--- src/serial_pkg.sv ---
// constants for the low-power serial port transmitter/receiver
package serial_pkg;
	localparam int CLK_HZ = 20000000;
	localparam logic [19:0] DIV_MIN = 20'h00300;
	localparam int FRAC_SHIFT = 8;
	localparam logic [8:0] HOLD_RESET = 9'h000;
	localparam logic [19:0] DIV_RESET = 20'h00300;
	localparam logic [1:0] SRC_LOW_XTAL = 2'h1;
	localparam logic [1:0] SRC_FAST_OSC = 2'h2;
	localparam logic [3:0] ACC_WIDTH_PAD = 4'h0;
	typedef enum logic [2:0] {
		ST_IDLE = 3'b000,
		ST_START = 3'b001,
		ST_DATA = 3'b010,
		ST_PAR = 3'b011,
		ST_STOP = 3'b100
	} frame_state_t;
	function automatic logic parity_of(input logic [8:0] d, input logic nine, input logic odd);
		logic p;
		p = ^d[7:0] ^ (nine & d[8]);
		return p ^ odd;
	endfunction : parity_of
endpackage : serial_pkg

--- src/baud_if.sv ---
// bit-tick carrier between the port and its baud generator
`timescale 1ns/10ps
interface baud_if;
	logic run;
	logic [19:0] divisor;
	logic tick;
	modport gen(input run, input divisor, output tick);
	modport user(output run, output divisor, input tick);
endinterface : baud_if

--- src/baud_gen.sv ---
// fractional baud tick generator
`timescale 1ns/10ps
module baud_gen
	import serial_pkg::*;
(
	input wire logic i_clk,
	input wire logic i_rst_n,
	baud_if.gen b
);
	logic [20:0] acc_q;
	logic [20:0] acc_d;
	logic tick_d;
	// ---------------------------------------------
	// accumulator: one bit per divisor/256 clocks
	// ---------------------------------------------
	always_comb begin
		acc_d = acc_q + 21'h000100;
		tick_d = 1'b0;
		if (!b.run) begin
			acc_d = 21'h000000;
		end else if (acc_d >= {1'b0, b.divisor}) begin
			acc_d = acc_d - {1'b0, b.divisor};
			tick_d = 1'b1;
		end
	end
	always_ff @(posedge i_clk) begin
		if (!i_rst_n) begin
			acc_q <= 21'h000000;
		end else begin
			acc_q <= acc_d;
		end
	end
	// tick straight from the sum: a registered tick would put the receiver a clock late
	assign b.tick = tick_d;
endmodule : baud_gen

--- src/low_power_serial_port.sv ---
// low-power serial port: transmitter, receive parity check, flow control
`timescale 1ns/10ps
// Contract
// - word length select picks 8 or 9 bits
// - parity takes last data position
// - odd select 0 even, 1 odd
// - rx parity mismatch flag, irq, clear
// - idle high; per-direction inversion
// - clear-to-send high stops after current character
// - request-to-send low when receiver ready
// - pin swap exchanges tx and rx
// - holding write starts; lsb or msb first
// - one start, one or two stops
// - enable ack once transmitter can send
// - holding write clears empty flag
// - load into shifter sets empty flag
// - empty flag with enable raises irq
// - write while disabled clears empty flag
// - complete flag when line idle, irq
// - four request outputs provided
// - wakeup only from crystal or oscillator
// - fractional generator covers wide rate range
// - rate is 256*clock over divisor
// - dma request when empty flag sets
module low_power_serial_port
	import serial_pkg::*;
(
	input wire logic i_clk,
	input wire logic i_rst_n,
	input wire logic i_unit_enable,
	input wire logic i_transmit_enable,
	input wire logic i_receive_enable,
	input wire logic i_word_length_select,
	input wire logic i_parity_enable,
	input wire logic i_parity_odd_select,
	input wire logic i_stop_bit_count,
	input wire logic i_msb_first,
	input wire logic i_tx_polarity_invert,
	input wire logic i_rx_polarity_invert,
	input wire logic i_pin_swap,
	input wire logic i_flow_control_enable,
	input wire logic i_tx_dma_enable,
	input wire logic i_rx_dma_enable,
	input wire logic i_tx_empty_irq_enable,
	input wire logic i_tx_complete_irq_enable,
	input wire logic i_parity_error_irq_enable,
	input wire logic i_wakeup_enable,
	input wire logic [1:0] i_kernel_clock_source,
	input wire logic [19:0] i_baud_divisor,
	input wire logic i_hold_write,
	input wire logic [8:0] i_hold_data,
	input wire logic i_tx_complete_clear,
	input wire logic i_parity_error_clear,
	input wire logic i_rx_data_read,
	input wire logic i_pin_a,
	input wire logic i_pin_b,
	input wire logic i_cts,
	output logic o_pin_a,
	output logic o_pin_a_oe_n,
	output logic o_pin_b,
	output logic o_pin_b_oe_n,
	output logic o_rts,
	output logic o_transmit_enable_ack,
	output logic o_tx_holding_empty,
	output logic o_tx_complete,
	output logic o_parity_error_flag,
	output logic o_rx_not_empty,
	output logic [8:0] o_rx_data,
	output logic o_tx_dma_request,
	output logic o_rx_dma_request,
	output logic o_irq_request,
	output logic o_wakeup_request
);
	baud_if tb_if();
	baud_if rb_if();
	// ---------------------------------------------
	// pin synchronisers
	// ---------------------------------------------
	logic [2:0] sync1_q;
	logic [2:0] sync2_q;
	always_ff @(posedge i_clk) begin
		if (!i_rst_n) begin
			sync1_q <= 3'h7;
			sync2_q <= 3'h7;
		end else begin
			sync1_q <= {i_cts, i_pin_b, i_pin_a};
			sync2_q <= sync1_q;
		end
	end
	logic cts_s;
	logic rx_line;
	assign cts_s = sync2_q[2];
	// swap picks which pin receives
	assign rx_line = (i_pin_swap ? sync2_q[0] : sync2_q[1]) ^ i_rx_polarity_invert;
	// ---------------------------------------------
	// transmitter
	// ---------------------------------------------
	frame_state_t st_q, st_d;
	logic [8:0] hold_q, hold_d;
	logic hold_full_q, hold_full_d;
	logic [8:0] shift_q, shift_d;
	logic [3:0] cnt_q, cnt_d;
	logic par_q, par_d;
	logic tx_bit_q, tx_bit_d;
	logic tc_q, tc_d;
	logic ack_q, ack_d;
	logic en_q, en_d;
	logic dma_q, dma_d;
	logic tx_on;
	logic [3:0] nbits;
	assign tx_on = i_unit_enable & i_transmit_enable;
	// data bits: 8 or 9, one fewer when parity is on
	assign nbits = (i_word_length_select ? 4'h9 : 4'h8) - {3'h0, i_parity_enable};
	assign tb_if.run = tx_on & (st_q != ST_IDLE);
	assign tb_if.divisor = (i_baud_divisor < DIV_MIN) ? DIV_MIN : i_baud_divisor;
	baud_gen u_tx_baud (
		.i_clk(i_clk),
		.i_rst_n(i_rst_n),
		.b(tb_if.gen)
	);
	always_comb begin
		st_d = st_q;
		hold_d = hold_q;
		hold_full_d = hold_full_q;
		shift_d = shift_q;
		cnt_d = cnt_q;
		par_d = par_q;
		tx_bit_d = tx_bit_q;
		tc_d = tc_q;
		en_d = tx_on;
		// ack follows enable one cycle later, once the shifter is idle
		ack_d = tx_on & (ack_q | st_q == ST_IDLE);
		dma_d = 1'b0;
		if (i_tx_complete_clear) begin
			tc_d = 1'b0;
		end
		case (st_q)
			ST_IDLE: begin
				tx_bit_d = 1'b1;
				// flow control holds new characters only
				if (tx_on && hold_full_q && !(i_flow_control_enable && cts_s)) begin
					st_d = ST_START;
					shift_d = hold_q;
					par_d = parity_of(hold_q & (i_word_length_select ? 9'h0FF : 9'h07F),
						1'b0, i_parity_odd_select);
					hold_full_d = 1'b0;
					dma_d = i_tx_dma_enable;
					tc_d = 1'b0;
					cnt_d = 4'h0;
					tx_bit_d = 1'b0;
				end
			end
			ST_START: begin
				if (tb_if.tick) begin
					st_d = ST_DATA;
					tx_bit_d = i_msb_first ? shift_q[nbits - 4'h1] : shift_q[0];
					cnt_d = 4'h1;
				end
			end
			ST_DATA: begin
				if (tb_if.tick) begin
					if (cnt_q == nbits) begin
						cnt_d = 4'h0;
						if (i_parity_enable) begin
							st_d = ST_PAR;
							tx_bit_d = par_q;
						end else begin
							st_d = ST_STOP;
							tx_bit_d = 1'b1;
						end
					end else begin
						tx_bit_d = i_msb_first ? shift_q[nbits - 4'h1 - cnt_q] : shift_q[cnt_q];
						cnt_d = cnt_q + 4'h1;
					end
				end
			end
			ST_PAR: begin
				if (tb_if.tick) begin
					st_d = ST_STOP;
					tx_bit_d = 1'b1;
					cnt_d = 4'h0;
				end
			end
			default: begin
				if (tb_if.tick) begin
					if (cnt_q == {3'h0, i_stop_bit_count}) begin
						st_d = ST_IDLE;
						if (!hold_full_q) begin
							tc_d = 1'b1;
						end
					end else begin
						cnt_d = cnt_q + 4'h1;
					end
				end
			end
		endcase
		if (!tx_on && st_q != ST_IDLE && !i_unit_enable) begin
			st_d = ST_IDLE;
			tx_bit_d = 1'b1;
		end
		// a write lands last, so a load and a write in one cycle keep the new word
		if (i_hold_write) begin
			hold_d = i_hold_data;
			hold_full_d = 1'b1;
			tc_d = 1'b0;
		end
	end
	always_ff @(posedge i_clk) begin
		if (!i_rst_n) begin
			st_q <= ST_IDLE;
			hold_q <= HOLD_RESET;
			hold_full_q <= 1'b0;
			shift_q <= HOLD_RESET;
			cnt_q <= 4'h0;
			par_q <= 1'b0;
			tx_bit_q <= 1'b1;
			tc_q <= 1'b0;
			ack_q <= 1'b0;
			en_q <= 1'b0;
			dma_q <= 1'b0;
		end else begin
			st_q <= st_d;
			hold_q <= hold_d;
			hold_full_q <= hold_full_d;
			shift_q <= shift_d;
			cnt_q <= cnt_d;
			par_q <= par_d;
			tx_bit_q <= tx_bit_d;
			tc_q <= tc_d;
			ack_q <= ack_d;
			en_q <= en_d;
			dma_q <= dma_d;
		end
	end
	// ---------------------------------------------
	// receiver with parity check
	// ---------------------------------------------
	frame_state_t rs_q, rs_d;
	logic [8:0] rsh_q, rsh_d;
	logic [3:0] rcnt_q, rcnt_d;
	logic [8:0] rdat_q, rdat_d;
	logic rxne_q, rxne_d;
	logic pe_q, pe_d;
	logic rdma_q, rdma_d;
	logic rprev_q;
	logic half_q, half_d;
	logic rx_on;
	assign rx_on = i_unit_enable & i_receive_enable;
	assign rb_if.run = rx_on & (rs_q != ST_IDLE);
	// receive ticks come every half bit so samples land mid-bit
	assign rb_if.divisor = {1'b0, tb_if.divisor[19:1]};
	baud_gen u_rx_baud (
		.i_clk(i_clk),
		.i_rst_n(i_rst_n),
		.b(rb_if.gen)
	);
	// half flag low marks the mid-bit tick, high the bit-boundary tick
	always_comb begin
		rs_d = rs_q;
		rsh_d = rsh_q;
		rcnt_d = rcnt_q;
		rdat_d = rdat_q;
		rxne_d = rxne_q;
		pe_d = pe_q;
		rdma_d = 1'b0;
		half_d = half_q;
		if (i_rx_data_read) begin
			rxne_d = 1'b0;
		end
		if (i_parity_error_clear) begin
			pe_d = 1'b0;
		end
		case (rs_q)
			ST_IDLE: begin
				if (rx_on && rprev_q && !rx_line) begin
					rs_d = ST_START;
					rcnt_d = 4'h0;
					rsh_d = 9'h000;
					half_d = 1'b0;
				end
			end
			ST_START: begin
				// glitch check mid start bit: a high line there drops the frame
				if (rb_if.tick) begin
					half_d = ~half_q;
					if (!half_q && rx_line) begin
						rs_d = ST_IDLE;
					end else if (half_q) begin
						rs_d = ST_DATA;
					end
				end
			end
			ST_DATA: begin
				if (rb_if.tick) begin
					half_d = ~half_q;
					if (!half_q) begin
						rsh_d[rcnt_q] = rx_line;
						rcnt_d = rcnt_q + 4'h1;
						if (rcnt_q == (i_word_length_select ? 4'h8 : 4'h7)) begin
							rs_d = ST_STOP;
						end
					end
				end
			end
			default: begin
				if (rb_if.tick && half_q) begin
					half_d = 1'b0;
				end else if (rb_if.tick) begin
					rs_d = ST_IDLE;
					if (!rxne_q || i_rx_data_read) begin
						rdat_d = rsh_q;
						rxne_d = 1'b1;
						rdma_d = i_rx_dma_enable;
					end
					if (i_parity_enable &&
						(parity_of(rsh_q & (i_word_length_select ? 9'h0FF : 9'h07F), 1'b0,
						i_parity_odd_select) != (i_word_length_select ? rsh_q[8] : rsh_q[7]))) begin
						pe_d = 1'b1;
					end
				end
			end
		endcase
	end
	always_ff @(posedge i_clk) begin
		if (!i_rst_n) begin
			rs_q <= ST_IDLE;
			rsh_q <= HOLD_RESET;
			rcnt_q <= 4'h0;
			rdat_q <= HOLD_RESET;
			rxne_q <= 1'b0;
			pe_q <= 1'b0;
			rdma_q <= 1'b0;
			rprev_q <= 1'b1;
			half_q <= 1'b0;
		end else begin
			rs_q <= rs_d;
			rsh_q <= rsh_d;
			rcnt_q <= rcnt_d;
			rdat_q <= rdat_d;
			rxne_q <= rxne_d;
			pe_q <= pe_d;
			rdma_q <= rdma_d;
			rprev_q <= rx_line;
			half_q <= half_d;
		end
	end
	// ---------------------------------------------
	// outputs
	// ---------------------------------------------
	logic line_out;
	assign line_out = tx_bit_q ^ i_tx_polarity_invert;
	assign o_pin_a = i_pin_swap ? 1'b1 : line_out;
	assign o_pin_b = i_pin_swap ? line_out : 1'b1;
	assign o_pin_a_oe_n = i_pin_swap | ~i_unit_enable;
	assign o_pin_b_oe_n = ~i_pin_swap | ~i_unit_enable;
	assign o_rts = i_flow_control_enable ? ~(rx_on & ~rxne_q) : 1'b0;
	assign o_transmit_enable_ack = ack_q;
	assign o_tx_holding_empty = ~hold_full_q;
	assign o_tx_complete = tc_q;
	assign o_parity_error_flag = pe_q;
	assign o_rx_not_empty = rxne_q;
	assign o_rx_data = rdat_q;
	assign o_tx_dma_request = dma_q;
	assign o_rx_dma_request = rdma_q;
	assign o_irq_request = (i_tx_empty_irq_enable & ~hold_full_q)
		| (i_tx_complete_irq_enable & tc_q)
		| (i_parity_error_irq_enable & pe_q);
	// wake only on a start edge when the kernel source can run in stop
	assign o_wakeup_request = i_wakeup_enable & (rs_q == ST_START) &
		((i_kernel_clock_source == SRC_LOW_XTAL) | (i_kernel_clock_source == SRC_FAST_OSC));
endmodule : low_power_serial_port

--- config.mk ---
export PLATFORM = sky130hd
export DESIGN_NAME = low_power_serial_port
export DESIGN_NICKNAME = d
export VERILOG_FILES = /design/src/serial_pkg.sv /design/src/baud_if.sv /design/src/baud_gen.sv /design/src/low_power_serial_port.sv
export SDC_FILE = /design/constraint.sdc
export NUM_CORES = 1
export LEC_CHECK = 0
export BUFFER_PORTS_ARGS = -buffer_cell sky130_fd_sc_hd__buf_2
export CAP_MARGIN = 10
export CORE_UTILIZATION = 39
export DETAILED_ROUTE_END_ITERATION = 16
export PLACE_DENSITY_LB_ADDON = 0.3
export SETUP_SLACK_MARGIN = 0.05
export SYNTH_ARGS = -nofsm -noshare
export SYNTH_HDL_FRONTEND = slang
export SYNTH_SLANG_ARGS = --single-unit
export TNS_END_PERCENT = 50
--- constraint.sdc ---
create_clock -name i_clk -period 4.25 [get_ports i_clk]
set_clock_uncertainty 0.1 [all_clocks]
set_input_delay 0.85 -clock i_clk [delete_from_list [all_inputs] [get_ports i_clk]]
set_output_delay 0.85 -clock i_clk [all_outputs]
set_load 0.1 [all_outputs]
==> key figures, run 1 <==
Clocking
  – Hold-fix buffers, CTS: 0
  – Setup bufs post-CTS: 0
  – Max Root-Sink Buffers: 2
  – CTS Sinks: about 110
  – Worst-Skew Late Latency: ~0.35 ns
  – CTS tree: built
  – H-tree Lvls: 3
  – Root buf cell: clkbuf_16
  – CTS buffer count: 9
  – Clock transition at the registers of the reported paths: about 0.08 ns

STA
  – RSZ-0062 raised after global routing: no
  – Slew Limit Headroom: between 30% and 40%
  – Final Hold Fails: 0
  – Final Max Slew Viols: 0
  – Tmin final: approximately 3.9 ns
  – Setup-failing EPs final: 0
  – Part of the cycle the worst path needs: approximately nine tenths
  – Worst-margin pin slew: 0.932 ns
  – Peak Freq: approximately 0.26 GHz
  – Worst Slack Setup Final: around 0.39 ns

Critical path
  – R2R cell count: 13
  – Critical Path RT: around 4.5 ns
  – R2R Setup Slk: 0.61 ns
  – Crit end category: register
  – Critical R2R Capture: u_tx_baud.acc_q[19]$_SDFF_PN0_
  – Crit Path Class: input port to register
  – Critical path peak fanout: 8
  – CP Data Arrival Time: 4.06 ns
  – Crit Reg-Reg Startpoint: u_tx_baud.acc_q[8]$_SDFF_PN0_
  – Critical path launch point type: input port

Floorplan
  – Die area: roughly 19000 um2
  – Starting Density: between 40% and 50%
  – Die width: 139 um
  – Row count: just under 50
  – Boundary pin count: just over 80
  – CORE AREA: ~18000 um2
  – Chip height: between 100 and 150 um

Routing
  – 1st-iter DRT viols: approximately 400
  – Initial DRT Pass Iterations: 13
  – Detailed Route WL: about 18000 um
  – DRC viols: 3
  – Via-per-instance ratio: 5.22
  – Wire length per cell: around 14 um
  – Vias after detailed routing: around 6400
  – Routed Antenna Nets: 0

Final layout
  – Finished Layout Cells: approximately 1200
  – Layout cell share with drive strength beyond 1: ~17%
  – Filler cells: ~1800
  – Finished Cell Area: 8570 um2
  – Utilization after layout: between 40 and 50%
  – Antenna cells: 0
  – Area growth syn-to-layout: 16.8%
  – Final Net Count: 1109

Outcome
  – Run status: finished, violations left
  – Failing checks: design-rule violations

Power
  – Peak supply drop: a little under 0.2 mV
  – Leakage: 0.00358 uW
  – PD cells: about 260 nW/um2

Placed design
  – Post-DP HPWL: 14000 um
  – Cell Count Post-Placement: between 1000 and 1500
  – DP Area: around 8300 um2
  – IO Port Bufs: 80
  – GP Congestion: between 0.8 and 0.9
  – Pre-CTS setup slack: -0.0158 ns

Logic synthesis
  – Cell accounting for the most synthesized area: dfxtp_1
  – Flops & latches, synth: between 100 and 150
  – FFs w/ async S/R, synth: 0%
  – Mapped Area: 7330 um2
  – Cells after synthesis: between 800 and 900
  – Synth warn: 0
  – Number of synthesized flops with an enable pin: 0
  – Top-area cell type share of the netlist area: slightly below 30%
  – Top-count cell post-synth: dfxtp_1
  – Top FF cell, synth: dfxtp_1
  – Post-synthesis cell type count: 76
  – Synthesized area per cell: a little over 8 um2
  – Commonest cells post-synth: dfxtp_1 (109), nand2_1 (102), nor2_1 (69)
  – Syn nets: 1000
  – Ranking of synthesized cells by area: dfxtp_1 (30%), ha_1 (8.9%), xnor2_1 (7.3%)
  – Seq/Total Area, Yosys: about 30%

Global routing
  – Total grt overflow: 0
  – Vias in the first global route: 6159
  – Initial antenna violation count: 0
  – Largest net degree at the start of global routing: 37
  – First-pass GRT wire length: about 30000 um
  – Overall Global Routing Usage: around a fifth

Worst hold path
  – Hold path start: sync1_q[2]$_SDFF_PN1_
  – Hold crit path type: register to register
  – WHS Endpoint: sync2_q[2]$_SDFF_PN1_
  – Hold Path Depth: 1

Job
  – Total of max-cap violations: 0
[where the power goes]
group          switching [uW]  internal (uW)
logic                     182            127
registers                11.8           1030
clock network             425            410
total                     619           1570
[registers in the layout (all words and copies together) (netlist names), 3 cells and up]
| signal | cells |
|---|---|
| u_rx_baud.acc_q | 21 |
| rcnt_q | 4 |
| st_q | 3 |
| hold_q | 9 |
| u_tx_baud.acc_q | 21 |
| rs_q | 3 |
| sync1_q | 3 |
| rsh_q | 9 |
| sync2_q | 3 |
| cnt_q | 4 |
| o_rx_data | 9 |
| shift_q | 9 |
[logic make-up after synthesis]
kind of cell / after synthesis / share of synthesized area, %
AOI/OAI and AO/OA: 193 / 17.5
xor gates and xnor gates: 85 / 10.2
adders and majority gates: 55 / 9.69
buffers and inverters: 69 / 3.80
DFF: 109 / 29.8
muxes: 42 / 6.60
and+or+nand+nor: 334 / 22.5
[stage by stage]
step	hold WS [ns]	TNS (ns)	power (uW)
CTS	0.319	0	2200
global placement	0.295	0	1370
global route	0.340	0	2280
detailed placement	0.302	-0.0296	1380
finish	0.321	0	2190
floorplan	0.286	0	1280
[critical path: stages]
cell       delay [ns]
buf_2            0.10
nor4_1           0.44
nand3_2          0.23
nand2_1          0.17
ha_1             0.26
a211oi_1         0.31
inv_1            0.09
or3_1            0.41
a31oi_2          0.23
o21ai_1          0.10
a21o_1           0.20
a2111oi_2        0.38
o2111ai_1        0.17
nand3_1          0.12
[routing by layer]
metal,part of all wire [%],wire length (um),vias to the layer above,global-route usage [%]
li1,-,-,3353,-
met4,1.5,272,0,6.43
met3,2.5,453,18,2.07
met1,50,8920,2964,25.6
met5,0,0,-,0
met2,46,8140,82,31.0
[placed cells by master, fill, tap and decap left out, types with 4 or more instances in the layout]
master | Yosys | final
a211oi_1 | 13 | 12
a21boi_0 | 15 | 15
a21o_1 | 12 | 12
a21oi_1 | 61 | 61
a31oi_1 | 7 | 7
and2_1 | 7 | 7
and3_1 | 7 | 7
buf_2 | 3 | 80
buf_4 | 2 | 46
clkbuf_16 | 0 | 9
dfxtp_1 | 109 | 109
ha_1 | 52 | 52
inv_1 | 39 | 39
mux2i_1 | 36 | 36
mux4_2 | 5 | 5
nand2_1 | 102 | 102
nand2b_1 | 19 | 19
nand3_1 | 37 | 36
nand4_1 | 18 | 18
nor2_1 | 69 | 69
nor2b_1 | 31 | 31
nor3_1 | 10 | 10
nor4_1 | 6 | 6
o211ai_1 | 5 | 5
o21a_1 | 5 | 5
o21ai_0 | 29 | 29
o21bai_1 | 6 | 6
o22ai_1 | 5 | 5
o31ai_1 | 4 | 4
or3_1 | 6 | 6
xnor2_1 | 61 | 61
xor2_1 | 24 | 24
[cell type report]
cell class	count	area, um2	area share, %
clock inverters	6	55.1	0.643
inverters	39	146	1.71
repair buffers	128	786	9.17
multi-input cells	709	4880	57.0
clock buffers	10	229	2.67
well taps	229	287	3.34
flip-flops and latches	109	2180	25.5
[worst max-delay path by stage]
| stage | cells past startpoint | to | startpoint |
|---|---|---|---|
| final | 14 | u_tx_baud.acc_q[19]$_SDFF_PN0_ | i_baud_divisor[15] |
| after global routing | 14 | u_tx_baud.acc_q[19]$_SDFF_PN0_ | i_baud_divisor[15] |
| after CTS | 15 | u_tx_baud.acc_q[19]$_SDFF_PN0_ | i_baud_divisor[18] |
| after detailed placement | 15 | st_q[0]$_SDFFE_PP0P_ | i_baud_divisor[18] |
| after global placement | 15 | st_q[0]$_SDFFE_PP0P_ | i_baud_divisor[18] |
| after floorplan | 14 | rsh_q[4]$_SDFFE_PN0P_ | i_baud_divisor[15] |
[what timing repair did]
action | CTS | global route
gates resized for setup | 0 | 2
endpoints found under the hold margin | 0 | 0
endpoints found under the setup margin | 0 | 3
Power figures use the tool's default switching activity.
==> inputs of run 2 (changes only) <==
--- a/config.mk
+++ b/config.mk
@@ -5,7 +5,7 @@
 export SDC_FILE = /design/constraint.sdc
 export NUM_CORES = 1
 export LEC_CHECK = 0
-export BUFFER_PORTS_ARGS = -buffer_cell sky130_fd_sc_hd__buf_2
+export BUFFER_PORTS_ARGS = -buffer_cell sky130_fd_sc_hd__clkbuf_2
 export CAP_MARGIN = 10
 export CORE_UTILIZATION = 39
 export DETAILED_ROUTE_END_ITERATION = 16
==> run 2 against run 1 <==
Die area did not move. Critical path type unchanged. The run now ends clean. Routed wire length rose by 1.4%. Maximum frequency fell by 2.2%. Count of clock-buffer cells in the layout did not move. Core utilization barely moved. Sequential share of layout area barely moved. Sequential cell count did not move. Register-to-register slack got worse by 0.16 ns. Setup slack got worse by 0.087 ns. First-iteration DRC count fell by 7.8%.
==> key figures, run 2 (synthesized netlist as in run 1, its figures left out) <==
Clocking
  – CTS tree: built
  – Hold-fix buffers, CTS: 0
  – Root buf cell: clkbuf_16
  – Clock transition at the registers of the reported paths: about 0.08 ns
  – Max Root-Sink Buffers: 2
  – H-tree Lvls: 3
  – CTS Sinks: 109
  – Worst-Skew Late Latency: ~0.36 ns
  – CTS buffer count: 9

Critical path
  – CP Buf/Inv Count: 3
  – Critical Path RT: about 4.5 ns
  – CP Data Arrival Time: about 4.2 ns
  – Critical path peak fanout: 8
  – Crit end category: register
  – Critical path's top delay family: compound AO/OA/AOI/OAI gates
  – Critical path's most frequent cell: nand3_1
  – Critical path launch point type: input port
  – Crit Path Class: input port to register
  – Max incr delay on CP: approximately 0.42 ns
  – Worst path slowest cell: or3_1
  – Critical path, cell by cell: clkbuf_2 > nor4_1 > buf_4 > nand3_1 > nand2_1 > ha_1 > a211oi_1 > inv_1 > or3_1 > a31oi_2 > o21ai_1 > a21o_1 > a2111oi_2 > o2111ai_1 > nand3_1

Power
  – Leakage: 0.00358 uW
  – Tot Pwr: 2220 uW
  – Peak supply drop: approximately 0.21 mV
  – PD cells: about 260 nW/um2

Global routing
  – Vias in the first global route: 6056
  – Total grt overflow: 0
  – Initial antenna violation count: 0
  – Largest net degree at the start of global routing: 37
  – First-pass GRT wire length: 29500 um
  – Overall Global Routing Usage: between 10% and 20%

Routing
  – Met3 routed WL: between 600 and 700 um
  – Via-per-instance ratio: between 5 and 6
  – Initial DRT Pass Iterations: 7
  – WL met2: approximately 8200 um
  – Detailed Route WL: about 18000 um
  – DRC viols: 0
  – Wire length per cell: 14.7 um
  – Vias after detailed routing: approximately 6500
  – M1 wire length: just under 9000 um
  – 1st-iter DRT viols: between 300 and 400
  – DR top layer: met4
  – Routed Antenna Nets: 0

Floorplan
  – Boundary pin count: a little over 80
  – Row count: slightly below 50
  – Starting Density: about two fifths
  – Die area: approximately 19000 um2
  – Chip height: 139 um
  – Die width: 139 um
  – CORE AREA: about 18000 um2

Final layout
  – Filler cells: 1779
  – Layout cell share with drive strength beyond 1: 17.0%
  – Sequential Area: about 2200 um2
  – Commonest non-fill, non-tap cell in the layout: dfxtp_1
  – Utilization after layout: approximately 47%
  – Finished Cell Area: 8560 um2
  – Top Registers: u_rx_baud.acc_q (21), u_tx_baud.acc_q (21)
  – Final Net Count: about 1100
  – Antenna cells: 0
  – Footprint of the multi-input gates: just under 5000 um2
  – Area growth syn-to-layout: 16.7%
  – Most frequent cells in the layout: dfxtp_1 (109), nand2_1 (102), clkbuf_2 (80), nor2_1 (69)

Placed design
  – Post-DP HPWL: 14000 um
  – GP Congestion: ~0.9
  – DP Area: between 8000 and 9000 um2
  – IO Port Bufs: 80

STA
  – RSZ-0062 raised after global routing: no
  – Setup-failing EPs final: 0
  – Slew Limit Headroom: a little over a third
  – Part of the cycle the worst path needs: between 90 and 100%
  – Final setup TNS: 0 ns
  – Worst-margin pin slew: 0.972 ns
  – Peak Freq: around 0.25 GHz
  – Final Hold Fails: 0
  – Final Max Slew Viols: 0
  – Tmin final: just under 4 ns

Job
  – Total of max-cap violations: 0

Outcome
  – Run status: complete, no violations

Worst hold path
  – Hold crit path type: register to register
## run 2: cell count changes in the layout (fill, tap and decap cells not counted), moves of 2 or more
cell	change
buf_4	-3
clkbuf_2	+80
buf_2	-80
clkinvlp_4	-2
## run 2: final cells by class
class,instances,share of cell area [%]
Clock buffer,10,2.79
Clock inverter,6,0.701
Tap cell,229,3.35
Inverter,39,1.71
Timing Repair Buffer,125,8.91
Multi-Input combinational cell,709,57.1
Sequential cell,109,25.5
## run 2: timing repair
item / CTS / global route
endpoints found under the hold margin: 0 / 0
setup endpoints to repair: 0 / 8
buffers inserted: 0 / 1
gates resized for setup: 0 / 2
## run 2: per-stage QoR
step	setup WS, ns	std cells	hold WS, ns
floorplan	0.284	887	0.286
global placement	0.0390	1210	0.303
detailed placement	0.00101	1210	0.302
CTS	0.357	1226	0.320
global route	0.0710	1227	0.345
finish	0.301	1227	0.320
## run 2: where the power goes
| group | leakage [uW] | total (uW) | internal, uW | switching, uW |
|---|---|---|---|---|
| registers | 0.000882 | 1040 | 1030 | 11.7 |
| logic | 0.00255 | 311 | 126 | 185 |
| clock network | 0.000149 | 868 | 433 | 435 |
## run 2: worst reg2reg max path: cells and delay by family, from the launching register on
kind            cells  cell delay [ns]
compound gates      1             0.33
xor+xnor            2             0.31
fa+ha+maj           2             0.65
buf+inv             1             0.15
flops               1             0.39
simple gates        7             1.74
## run 2: worst paths after layout
path	endpoint	slack, ns	cells past startpoint	startpoint
worst min register to register	sync2_q[1]$_SDFF_PN1_	0.32	1	sync1_q[1]$_SDFF_PN1_
worst min-delay path	sync2_q[1]$_SDFF_PN1_	0.32	1	sync1_q[1]$_SDFF_PN1_
worst max-delay path	u_tx_baud.acc_q[19]$_SDFF_PN0_	0.30	15	i_baud_divisor[18]
worst max register to register	u_tx_baud.acc_q[20]$_SDFF_PN0_	0.45	13	u_tx_baud.acc_q[8]$_SDFF_PN0_
## run 2: layer usage
metal,global-route usage (%),vias to the layer above
li1,-,3353
met1,25.5,3016
met2,30.9,133
met3,2.35,17
met4,6.73,0
met5,0,-
